===== config.mk =====
export PLATFORM = sky130hd
export DESIGN_NAME = hpc_regs
export DESIGN_NICKNAME = d
export VERILOG_FILES = /design/src/logic/hpc_pkg.sv /design/src/logic/hpc_first_rise.sv /design/src/logic/hpc_regs.sv
export SDC_FILE = /design/constraint.sdc
export NUM_CORES = 1
export LEC_CHECK = 0
export BUFFER_PORTS_ARGS = -buffer_cell sky130_fd_sc_hd__buf_2
export CORE_UTILIZATION = 51
export DETAILED_ROUTE_END_ITERATION = 10
export PLACE_DENSITY = 0.85
export SLEW_MARGIN = 20
export SYNTH_ARGS = -nofsm -noshare
export SYNTH_HDL_FRONTEND = slang
export SYNTH_SLANG_ARGS = --single-unit

===== constraint.sdc =====
create_clock -name clk_i -period 7.65 [get_ports clk_i]
set_input_delay 1.9125 -clock clk_i [delete_from_list [all_inputs] [get_ports clk_i]]
set_output_delay 1.9125 -clock clk_i [all_outputs]
set_load 0.05 [all_outputs]

===== src/logic/hpc_pkg.sv =====
// constants and carrier types of the host port page and config registers
package hpc_pkg;

    localparam int PAGE_W = 8;
    localparam int OFS_W = 7;
    localparam int DATA_W = 8;
    localparam int ADDR_W = PAGE_W + OFS_W;

    // offsets inside a 128-byte page
    localparam logic [OFS_W-1:0] OFS_CLK_STATUS = 7'h32;
    localparam logic [OFS_W-1:0] OFS_CFG_DONE = 7'h33;
    localparam logic [OFS_W-1:0] OFS_BUS_ADDR = 7'h3e;
    localparam logic [OFS_W-1:0] OFS_PORT_CTRL = 7'h7e;
    localparam logic [OFS_W-1:0] OFS_PAGE_SEL = 7'h7f;

    localparam logic [PAGE_W-1:0] LOCAL_PAGE = 8'h00;
    localparam logic [PAGE_W-1:0] PAGE_LAST = 8'h0f;

    // field positions
    localparam int CFG_READY_BIT = 0;
    localparam int LOCKOUT_BIT = 7;
    localparam int STATUS_BIT = 0;
    localparam int BUS_ADDR_LSB = 1;
    localparam int BUS_ADDR_MSB = 6;

    // reset values
    localparam logic [DATA_W-1:0] CFG_DONE_RST = 8'h00;
    localparam logic [DATA_W-1:0] BUS_ADDR_RST = 8'h38;
    localparam logic [DATA_W-1:0] PORT_CTRL_RST = 8'h00;
    localparam logic [DATA_W-1:0] PAGE_SEL_RST = 8'h00;

    // order gives codes 00, 01, 10, 11
    typedef enum logic [1:0] {
        SC_NOT_STARTED,
        SC_WAIT_HOST,
        SC_IN_PROGRESS,
        SC_READY
    } hpc_clk_state_type;

    typedef struct packed {
        logic valid;
        logic write;
        logic [OFS_W-1:0] offset;
        logic [DATA_W-1:0] wdata;
    } hpc_host_req_type;

    typedef struct packed {
        logic ack;
        logic err;
        logic [DATA_W-1:0] rdata;
    } hpc_host_rsp_type;

    typedef struct packed {
        logic req;
        logic write;
        logic [ADDR_W-1:0] addr;
        logic [DATA_W-1:0] wdata;
    } hpc_ext_req_type;

endpackage


===== src/logic/hpc_first_rise.sv =====
// one-shot detector for the first rising edge after reset
`timescale 1ns/1ps
`default_nettype none
module hpc_first_rise (
    input wire logic clk_i,
    input wire logic rst_n_i,
    input wire logic level_i,
    output logic pulse_o,
    output logic spent_o
);

    logic prev_q;
    logic spent_q;
    logic pulse_q;
    logic rise;

    assign rise = level_i & ~prev_q;

    always_ff @(posedge clk_i or negedge rst_n_i) begin
        if (!rst_n_i) begin
            prev_q <= 1'b0;
        end else begin
            prev_q <= level_i;
        end
    end

    // later edges are ignored until the next reset
    always_ff @(posedge clk_i or negedge rst_n_i) begin
        if (!rst_n_i) begin
            spent_q <= 1'b0;
            pulse_q <= 1'b0;
        end else begin
            pulse_q <= rise & ~spent_q;
            if (rise) begin
                spent_q <= 1'b1;
            end
        end
    end

    assign pulse_o = pulse_q;
    assign spent_o = spent_q;

endmodule
`default_nettype wire


===== src/logic/hpc_regs.sv =====
// host port page select, lockout, status and config-done registers
`timescale 1ns/1ps
`default_nettype none
module hpc_regs
    import hpc_pkg::*;
(
    input wire logic clk_i,
    input wire logic rst_n_i,
    input wire hpc_host_req_type host_req_i,
    output hpc_host_rsp_type host_rsp_o,
    output hpc_ext_req_type ext_req_o,
    input wire logic [DATA_W-1:0] ext_rdata_i,
    input wire logic ext_err_i,
    input wire logic i2c_mode_i,
    input wire logic [BUS_ADDR_MSB-BUS_ADDR_LSB:0] bus_addr_i,
    input wire logic sysclk_ready_i,
    output logic cfg_latch_o,
    output logic cfg_latched_o,
    output logic [PAGE_W-1:0] page_o,
    output logic write_locked_o,
    output hpc_clk_state_type clk_state_o
);

    ////////////////////////////////////////////////////////////////////////
    // decode

    logic [DATA_W-1:0] cfg_done_q;
    logic [DATA_W-1:0] bus_addr_q;
    logic lockout_q;
    logic status_q;
    logic [PAGE_W-1:0] page_q;
    hpc_clk_state_type state_q;
    hpc_host_rsp_type rsp_q;
    logic addr_loaded_q;

    logic is_ctrl;
    logic is_page;
    logic is_global;
    logic on_local;
    logic page_ok;
    logic is_cfg;
    logic is_stat;
    logic is_addr;
    logic is_local;
    logic fail;
    logic ext_hit;
    logic wr_ok;
    logic [DATA_W-1:0] rdata_d;

    assign is_ctrl = host_req_i.offset == OFS_PORT_CTRL;
    assign is_page = host_req_i.offset == OFS_PAGE_SEL;
    assign is_global = is_ctrl | is_page;
    assign on_local = page_q == LOCAL_PAGE;
    assign page_ok = page_q <= PAGE_LAST;
    assign is_cfg = on_local & (host_req_i.offset == OFS_CFG_DONE);
    assign is_stat = on_local & (host_req_i.offset == OFS_CLK_STATUS);
    assign is_addr = on_local & (host_req_i.offset == OFS_BUS_ADDR);
    assign is_local = is_cfg | is_stat | is_addr;

    // the control register stays writable, else lockout could never clear
    always_comb begin
        fail = 1'b0;
        if (host_req_i.write && lockout_q && !is_ctrl) begin
            fail = 1'b1;
        end
        if (!is_global && !page_ok) begin
            fail = 1'b1;
        end
        if (host_req_i.write && (is_stat || is_addr)) begin
            fail = 1'b1;
        end
    end

    assign wr_ok = host_req_i.valid & host_req_i.write & ~fail;
    assign ext_hit = host_req_i.valid & ~is_global & ~is_local & ~fail;

    // rest of the map is reached at page joined to offset
    always_comb begin
        ext_req_o.req = ext_hit;
        ext_req_o.write = host_req_i.write;
        ext_req_o.addr = {page_q, host_req_i.offset};
        ext_req_o.wdata = host_req_i.wdata;
    end

    ////////////////////////////////////////////////////////////////////////
    // registers

    always_ff @(posedge clk_i or negedge rst_n_i) begin
        if (!rst_n_i) begin
            page_q <= PAGE_SEL_RST;
        end else if (wr_ok && is_page) begin
            page_q <= host_req_i.wdata;
        end
    end

    always_ff @(posedge clk_i or negedge rst_n_i) begin
        if (!rst_n_i) begin
            cfg_done_q <= CFG_DONE_RST;
        end else if (wr_ok && is_cfg) begin
            cfg_done_q <= '0;
            cfg_done_q[CFG_READY_BIT] <= host_req_i.wdata[CFG_READY_BIT];
        end
    end

    always_ff @(posedge clk_i or negedge rst_n_i) begin
        if (!rst_n_i) begin
            lockout_q <= PORT_CTRL_RST[LOCKOUT_BIT];
        end else if (wr_ok && is_ctrl) begin
            lockout_q <= host_req_i.wdata[LOCKOUT_BIT];
        end
    end

    // reads of the control register keep the result of the access before
    always_ff @(posedge clk_i or negedge rst_n_i) begin
        if (!rst_n_i) begin
            status_q <= PORT_CTRL_RST[STATUS_BIT];
        end else if (host_req_i.valid && !is_ctrl) begin
            status_q <= fail | (ext_hit & ext_err_i);
        end
    end

    // strap is same-clock logic, picked up once after reset release in i2c mode only
    always_ff @(posedge clk_i or negedge rst_n_i) begin
        if (!rst_n_i) begin
            bus_addr_q <= BUS_ADDR_RST;
            addr_loaded_q <= 1'b0;
        end else if (!addr_loaded_q) begin
            addr_loaded_q <= 1'b1;
            if (i2c_mode_i) begin
                bus_addr_q <= '0;
                bus_addr_q[BUS_ADDR_MSB:BUS_ADDR_LSB] <= bus_addr_i;
            end
        end
    end

    ////////////////////////////////////////////////////////////////////////
    // config capture and clock state

    // host keeps the clear, write, set order; only the first set counts
    hpc_first_rise u_first_rise (
        .clk_i(clk_i),
        .rst_n_i(rst_n_i),
        .level_i(cfg_done_q[CFG_READY_BIT]),
        .pulse_o(cfg_latch_o),
        .spent_o(cfg_latched_o)
    );

    always_ff @(posedge clk_i or negedge rst_n_i) begin
        if (!rst_n_i) begin
            state_q <= SC_NOT_STARTED;
        end else begin
            unique case (state_q)
                SC_NOT_STARTED: begin
                    state_q <= SC_WAIT_HOST;
                end
                SC_WAIT_HOST: begin
                    if (cfg_latch_o) begin
                        state_q <= SC_IN_PROGRESS;
                    end
                end
                SC_IN_PROGRESS: begin
                    if (sysclk_ready_i) begin
                        state_q <= SC_READY;
                    end
                end
                SC_READY: begin
                    state_q <= SC_READY;
                end
            endcase
        end
    end

    ////////////////////////////////////////////////////////////////////////
    // read data and answer

    always_comb begin
        rdata_d = '0;
        if (is_ctrl) begin
            rdata_d[LOCKOUT_BIT] = lockout_q;
            rdata_d[STATUS_BIT] = status_q;
        end else if (is_page) begin
            rdata_d = page_q;
        end else if (is_cfg) begin
            rdata_d = cfg_done_q;
        end else if (is_stat) begin
            rdata_d[1:0] = state_q;
        end else if (is_addr) begin
            rdata_d = bus_addr_q;
        end else if (ext_hit) begin
            rdata_d = ext_rdata_i;
        end
    end

    // one-cycle answer; failed reads return zero
    always_ff @(posedge clk_i or negedge rst_n_i) begin
        if (!rst_n_i) begin
            rsp_q <= '0;
        end else begin
            rsp_q.ack <= host_req_i.valid;
            rsp_q.err <= host_req_i.valid & (fail | (ext_hit & ext_err_i));
            if (host_req_i.valid && !host_req_i.write) begin
                rsp_q.rdata <= fail ? '0 : rdata_d;
            end
        end
    end

    assign host_rsp_o = rsp_q;
    assign page_o = page_q;
    assign write_locked_o = lockout_q;
    assign clk_state_o = state_q;

endmodule
`default_nettype wire


Word level (Yosys, flattened, before mapping)
Cells that the tools add are included.

storage, ports and cells
  input bits = 36
  output and inout port bits = 48
  word-level logic and storage cells = 80
  flip-flop bits (word level) = 33

cells by class
  eq/ne operators = 10
  bitwise gates (word level) = 22
  reduce and logical (&&, ||, !) cells = 18
  $lt $le $gt $ge = 1
  multiplexer cells = 16

operator list
  cell                                                                     number
  8-bit two-way mux                                                        5
  7-bit by 6-bit == test with 1-bit output, second input constant          3
  7-bit == test, second input constant                                     2
  1-bit AND                                                                12
  6-bit two-way mux                                                        2
  1-bit logical AND                                                        9
  8-bit by 4-bit <= comparator with 1-bit output, second input constant    1
  8-bit zero test                                                          1
  2-bit one-hot mux with 4 select lines                                    1
  2-bit two-way mux                                                        3
  1-bit inverter                                                           6
  1-bit two-way mux                                                        5
  2-bit == test, second input constant                                     2
  1-bit zero test                                                          4
  1-bit bitwise OR                                                         4
  2-bit AND reduction                                                      2
  2-bit by 1-bit == test with 1-bit output, second input constant          1
  2-bit zero test                                                          1
  2-bit by 1-bit inequality test with 1-bit output, second input constant  1
  2-bit inequality test, second input constant                             1
  1-bit logical OR                                                         1

Depth between registers and ports, before layout
Gate-level depths: netlist of run 1.

  depth in word-level cells = 15
  mapped depth = 7
  gate-level depth less buffers = 5

Modules after synthesis
From an unflattened synthesis of run 1, not the netlist that was laid out.

second synthesis, totals
  cells, all modules = 187
  area, all modules = 1,940.6 µm²

by module, submodules not included
  module          cells an instance  area each (µm²)  instances  seq. area each (µm²)
  hpc_regs        181                1,839.3          1          754.5
  hpc_first_rise  6                  101.3            1          75.1

Worst setup path after synthesis of run 1
Ideal clock, no wire load.

  path kind = in2out
  start point = in host_req_i[8] in the netlist's numbering
  end point = out ext_req_o[24] in the netlist's numbering
  arrival time = 3.451 ns
  data required time = 5.738 ns
  buffers on the path = 2
  path slack = 2.287 ns
  cell stages on the path = 7
  cell sequence = buf_2 > or4b_2 > nor4_4 > nor3_1 > nand2_1 > inv_1 > buf_4

between the ends
  longest elaborated chain between the ends = 8
  elaborated cells between the ends (all ways) = 26
  those cells by class = eq/ne (5); mux (3); bitwise (12); reduce/logical (6)

ends and longest elaborated chain
  element                                                 RTL line                        RTL
  start, declared                                         hpc_regs.sv:9                   input wire hpc_host_req_type host_req_i,
  7-bit == test (on tied branches)                        hpc_regs.sv:50, hpc_regs.sv:51
  1-bit zero test or 1-bit bitwise OR (tied branches)     hpc_regs.sv:63, hpc_regs.sv:52
  1-bit logical AND or 1-bit zero test (tied branches)    hpc_regs.sv:63, hpc_regs.sv:66
  1-bit two-way mux or 1-bit logical AND (tied branches)  hpc_regs.sv:63, hpc_regs.sv:66
  1-bit two-way mux                                       hpc_regs.sv:66                  if (!is_global && !page_ok) begin
  1-bit two-way mux                                       hpc_regs.sv:69                  if (host_req_i.write && (is_stat || is_addr)) begin
  1-bit inverter                                          hpc_regs.sv:75                  assign ext_hit = host_req_i.valid & ~is_global & ~is_local & ~fail;
  1-bit AND *                                             hpc_regs.sv:75
  end, declared                                           hpc_regs.sv:11                  output hpc_ext_req_type ext_req_o,

Mark *: on every way between the ends. The rest lies on a longest branch, timed or not.

==> metrics, run 1 <==
status=completed; P_leak=about 1.1 nW; CTS Buf Count=5; Register-to-Register Path Depth=5; most common cell after layout, fill and taps aside=buf_2; required time of the critical path=5740 ps; CTS tree=done; Worst-Skew Late Latency=around 290 ps; Setup TNS=0 ps; worst min-delay path category=flip-flop to flip-flop; Via-to-Cell Ratio=about 5.5; met2 WL=~2100 um; port bufs=83; Max-Cap Viols=0; # Post-CTS Setup Buffers=0; Yosys warning count=0; Placer Congestion=between 0.9 and 1; Final Hold Fails=0; highest routing layer actually used=met4; # DRC=0; largest net degree at the start of global routing=34; most frequent cells in the layout=buf_2 (83), dfrtp_1 (30), nand2_1 (22); grt ovf=0; top_reg_cell synth=dfrtp_1; chip width=between 60 and 70 um; Clock transition at path regs=around 70 ps; Max-slew headroom=~44%; nets=between 200 and 300; reg2reg setup slack=about 5000 ps; number of synthesized register bits=33; global-route wire length before repair=7220 um; PnR worst setup slack=approximately 1800 ps; Hold Crit Endpoint=u_first_rise.prev_q; ANT cells=0; finished layout cell area=2270 um2; pre-CTS setup slack=about 1800 ps; RSZ-0062 raised after global routing=no; antenna violations before repair=0; ANT nets after route=0; Clock Path Buffers=2; via count=1,669; area grow syn2layout=17.5%; maximum achievable frequency=approximately 0.17 GHz; Mean Syn Cell Area=a little under 10 um2; CTS sink count=33; FFs w/ async S/R, synth=100%; Worst Max-Slew Pin Slew=just over 800 ps; Tot GR Track Use=23.5%; Core Util, Final=62.1%; Layout fillers=roughly 340; CP endpoint kind=primary output; number of global-route vias before repair=approximately 1,600; hold path cells=0; Slew Limit Fails=0; Mapped Nets=231; Post-synth EDFFs=0; Die Area=a little over 4000 um2; crit path kind=primary input to primary output; Initial DRC Count=approximately 140; final wirelength=roughly 4500 um; worst vdd ir=0.000148 V; post-layout minimum cycle time=a little under 6000 ps; cell count after synthesis=195; R2R Path End=host_rsp_o[0]; kind of start point of the critical path=primary input; metal3 WL=around 340 um; Post-CTS Hold Buffers=0; sequential fraction of the synthesis area=42.9%; drt wl/cell=~15 um; layout cell share with drive strength beyond 1=a little under half; Yosys cell types=45; CTS Root Cell=clkbuf_8; Tcrit/Tclk final=between 70% and 80%; core footprint=3660 um2; detailed placement HPWL=approximately 3400 um; WL met1=about 1900 um; Finished Layout Cells=303; min-delay src=cfg_done_q[0]; dpl cells=between 200 and 300; H-tree depth=2; Power Density=between 200 and 250 nW/um2; final setup violation count=0; crit path max fanout=13; final clock skew=about 1.8 ps; DIE HEIGHT=~64 um; Placed Area=approximately 2200 um2; Initial Utilization=52.9%; site row count=22; worst reg2reg startpoint=page_o[4]; crit path DAT=~4000 ps; drt pass-1 iters=4; I/O pin count=84; CTS resizes=0; Synth Cell Area=between 1500 and 2000 um2
## per-layer routing
layer  GRT usage [%]  vias to the layer above
li1                -                      794
met1            30.9                      798
met2            36.7                       72
met3            4.53                        5
met4            11.4                        0
met5               0                        -
## critical path, cell delays in order
cell     delay (ps)
buf_2           170
or4b_2          680
nor4_4          620
nor3_1          170
nand2_1         170
inv_1            50
buf_2           200
## cells by family after synthesis
| family | count (synthesis) | synth area share, % |
|---|---|---|
| other | 1 | 0.194 |
| muxes | 16 | 9.31 |
| buffers and inverters | 35 | 12.3 |
| and+or+nand+nor | 77 | 23.0 |
| DFF | 33 | 42.9 |
| AOI/OAI and AO/OA | 33 | 12.3 |
## how the worst max path moves through the flow
| stage | start | to | slack, ps | cells after the start |
|---|---|---|---|---|
| 3_3_place_gp | host_req_i[8] | ext_req_o[24] | 1810 | 7 |
| 3_5_place_dp | host_req_i[8] | ext_req_o[24] | 1780 | 7 |
| 2_1_floorplan | host_req_i[8] | ext_req_o[24] | 2290 | 7 |
| 6_report | host_req_i[8] | ext_req_o[24] | 1760 | 7 |
| 5_1_grt | host_req_i[8] | ext_req_o[24] | 1640 | 7 |
| 4_1_cts | host_req_i[8] | ext_req_o[24] | 1780 | 7 |
## power by group
part | total (W) | switching [W] | leakage [nW] | internal (W)
Combinational | 0.000151 | 0.000109 | 0.668 | 0.0000419
Sequential | 0.000208 | 0.0000138 | 0.417 | 0.000194
Clock | 0.000129 | 0.0000668 | 0.0439 | 0.0000627
Total | 0.000488 | 0.000189 | 1.13 | 0.000299
## flip-flops by register name, indices dropped and copies added (netlist names)
signal and count:
cfg_done_q 1, write_locked_o 1, addr_loaded_q 1, clk_state_o 2
u_first_rise.spent_o 1, u_first_rise.prev_q 1, page_o 8, status_q 1
host_rsp_o 10, bus_addr_q 6, u_first_rise.pulse_o 1
## per-stage QoR
step           power (W)  hold WS, ps
2_1_floorplan   0.000330          392
3_3_place_gp    0.000359          422
3_5_place_dp    0.000362          415
4_1_cts         0.000490          436
5_1_grt         0.000509          459
6_report        0.000488          429
## layout make-up
type / instances / area (um2) / area share (%)
multi-input combinational: 127 / 868 / 38.2
sequential: 33 / 830 / 36.5
timing repair buffer: 83 / 415 / 18.3
clock buffer: 5 / 68.8 / 3.03
tap: 48 / 60.1 / 2.64
clock inverter: 3 / 17.5 / 0.770
inverter: 4 / 15.0 / 0.660
## cells in the mapped netlist (all sizes together), types with 2 or more instances
master,n,share of area (%)
a211o,2,0.91
a21boi,2,0.78
a21oi,4,1.0
a22oi,2,0.78
a31oi,3,0.97
and3,2,0.65
buf,28,11
clkbuf,3,0.58
dfrtp,30,39
dfstp,3,4.1
inv,4,0.78
mux2,16,9.3
nand2,22,4.3
nand2b,5,1.6
nand3,3,0.78
nand4,3,0.97
nor2,13,2.5
nor2b,2,0.65
nor3,2,0.52
nor3b,4,1.6
nor4,6,3.5
o21ai,9,2.3
o2bb2ai,2,0.91
o31ai,2,0.78
or2,2,0.65
or3,5,1.6
or4,2,0.97
or4b,2,1.0
Note: power is estimated with default switching activity, not from simulation.
==> run 2: changes to the inputs <==
- ABC_AREA: default -> 1
- CORE_UTILIZATION: 51 -> 42
- PLACE_DENSITY: 0.85 -> 0.76
- clock period: 7.65 -> 4.9 ns (I/O delays scaled with it)
==> run 2 against run 1 <==
Setup slack lost 650 ps; count of clock-buffer cells in the layout up 2; sequential share of layout area increased by 0.99 points; core utilization fell by 8.3 points; routed wire length down 13%; via count is 5.0% lower; clock power grew 49%; sequential cell count did not move; combinational power increased by 70%; clock skew up 1.2 ps; global-route usage shrank 6.0 points; cell count grew 17%; critical path type unchanged; highest routed layer unchanged.
==> metrics, run 2 <==
status=completed; Worst Max-Slew Pin Slew=702 ps (-124 ps); Yosys warning count=0 (unchanged); Yosys cell types=25 (-44%); P_leak=1.35 nW (+19%); final wirelength=3890 um (-13%); area grow syn2layout=19.2%; Via-to-Cell Ratio=4.49 (-18%); I/O pin count=84 (unchanged); Mean Syn Cell Area=7.77 um2 (-22%); via count=1,585 (-5.0%); Largest register FFs=10 (unchanged); crit path cell chain=buf_2, inv_1, nand3_1, nor2_1, nand2_1, nand3_1, nor2_1, nand2_1, inv_1, buf_2; largest net degree at the start of global routing=34 (unchanged); met3 usage=2.63% (-1.9 points); required time of the critical path=3670 ps (-2070 ps); worst reg2reg startpoint=page_o[7]; antenna violations before repair=0 (unchanged); total power=0.000781 W (+60%); kind of start point of the critical path=primary input; ANT cells=0 (unchanged); drt pass-1 iters=4 (unchanged); Setup TNS=0 ps (unchanged); nets=338 (+17%); Tot GR Track Use=17.5% (-6.0 points); CP endpoint kind=primary output; Post-CTS Hold Buffers=0 (unchanged); finished layout cell area=2210 um2 (-2.6%); Mapped Nets=275 (+19%); port bufs=83 (unchanged); worst vdd ir=0.000144 V (-2.3%); sw frac=39.7% (+0.91 points); post-layout minimum cycle time=approximately 3800 ps; number of global-route vias before repair=1,369 (-12%); CTS tree=done; net switching power=0.000310 W (+64%); RSZ-0062 raised after global routing=no; crit path kind=primary input to primary output; combinational share of power=33.0% (+2.1 points); CTS resizes=0 (unchanged); Worst-Skew Late Latency=280 ps (about the same); top-area cell type share of the netlist area=40.4% (+1.6 points); met1 Resource Use GR=21.1% (-9.8 points); final setup violation count=0 (unchanged); layout cell share with drive strength beyond 1=37.6% (-8.7 points); Die Area=4690 um2 (+16%); cell count after synthesis=239 (+23%); CTS sink count=33 (unchanged); register share of total power=42.4% (-0.2 points); clock group share of total power=24.6% (-1.9 points); GR Util met2=30.0% (-6.7 points); # DRC=0 (unchanged); slowest stage delay, CP=280 ps (-400 ps); top_reg_cell synth=dfrtp_1; ANT nets after route=0 (unchanged); Final Hold Fails=0 (unchanged); # Post-CTS Setup Buffers=0 (unchanged); site row count=23 (+4.5%); most frequent cells after synthesis=nand2_1 (85), dfrtp_1 (30), buf_4 (25); most common cell after layout, fill and taps aside=nand2_1; most common cell in the synthesized netlist=nand2_1; H-tree depth=2 (unchanged); Clock Path Buffers=2 (unchanged); chip width=68.5 um (+7.7%); worst min-delay path category=flip-flop to flip-flop; min-delay src=cfg_done_q[0]; core footprint=4120 um2 (+12%); crit path DAT=2570 ps (-1410 ps); Post-synth EDFFs=0 (unchanged); final clock skew=3.08 ps (+1.24 ps); maximum achievable frequency=0.264 GHz; Placed Area=2130 um2 (-2.5%); sequential fraction of the synthesis area=44.6% (+1.8 points); Slew Limit Fails=0 (unchanged); Multi-input gate area=736 um2 (-15%); FFs w/ async S/R, synth=100% (unchanged); Worst path slowest cell=buf_2; crit path max fanout=5 (-8); Placer Congestion=0.908 (-1.7%); Max-slew headroom=53.2% (+8.8 points); grt ovf=0 (unchanged); reg2reg setup slack=2940 ps (-2010 ps); hold path cells=0 (unchanged); Synth Cell Area=1860 um2 (-4.0%); Max-Cap Viols=0 (unchanged); Layout fillers=402 (+17%); drt wl/cell=11.0 um (-25%); R2R Path End=page_o[7]; Initial Utilization=45.2% (-7.7 points); CTS Root Cell=clkbuf_8; Yosys top cell by area=dfrtp_1; most used routing layer=met2; Power Density=353 nW/um2 (+64%); sequential standard cell area=830 um2 (unchanged); detailed placement HPWL=3140 um (-6.4%); CP Launch Point=host_req_i[14]; DIE HEIGHT=68.5 um (+7.7%); number of synthesized register bits=33 (unchanged); Initial DRC Count=80 (-41%); top cells by area, synth=dfrtp_1 (40%), nand2_1 (17%), buf_4 (10%); Tcrit/Tclk final=77.4%; Internal=0.000471 W (+58%); Clock transition at path regs=60 ps (about the same); CTS Buf Count=5 (unchanged); Register-to-Register Path Depth=10 (+5); global-route wire length before repair=5930 um (-18%); worst setup path endpoint=ext_req_o[24]; most frequent cells in the layout=nand2_1 (85), buf_2 (83), dfrtp_1 (30)
[run 2: kinds of logic after synthesis]
kind of cell,after synthesis,share of synthesized area [%]
and+or+nand+nor,137,31.9
buffers and inverters,51,15.8
DFF,33,44.6
AOI/OAI and AO/OA,12,4.51
muxes,5,3.03
other,1,0.202
[run 2: area by class of cell]
type                    count  area share (%)
repair buffers             83            18.8
flip-flops and latches     33            37.5
well taps                  50            2.82
multi-input cells         155            33.2
clock buffers               7            3.45
clock inverters             1           0.226
inverters                  24            4.07
[run 2: power by group through the flow]
stage	Combinational (W)	Sequential, W	Clock, W
final	0.000257	0.000331	0.000192
after global routing	0.000277	0.000337	0.000209
after floorplan	0.000121	0.000418	0
after CTS	0.000260	0.000332	0.000198
after global placement	0.000256	0.000335	0
after detailed placement	0.000259	0.000337	0
[run 2: critical path: cells and delay by family]
kind	cells	cell delay, ps
and+or+nand+nor	6	780
buffers and inverters	4	560
[run 2: worst min-delay path by stage]
| stage | end |
|---|---|
| 2_1_floorplan | u_first_rise.prev_q |
| 4_1_cts | u_first_rise.prev_q |
| 6_report | u_first_rise.prev_q |
| 5_1_grt | u_first_rise.prev_q |
| 3_3_place_gp | u_first_rise.prev_q |
| 3_5_place_dp | u_first_rise.prev_q |
[run 2: per-layer routing]
metal  wire length, um  part of all wire, %
met1              1720                   44
met2              1870                   48
met3               218                  5.6
met4                77                  2.0
met5                 0                    0
[run 2: through the flow]
stage / std cells / hold WS [ps] / utilization [%] / setup WS [ps]
finish: 353 / 404 / 53.8 / 1110
global route: 353 / 423 / 53.8 / 906
CTS: 353 / 404 / 53.8 / 1130
detailed placement: 345 / 388 / 51.8 / 1140
global placement: 345 / 386 / 51.8 / 1200
floorplan: 239 / 374 / - / 1490
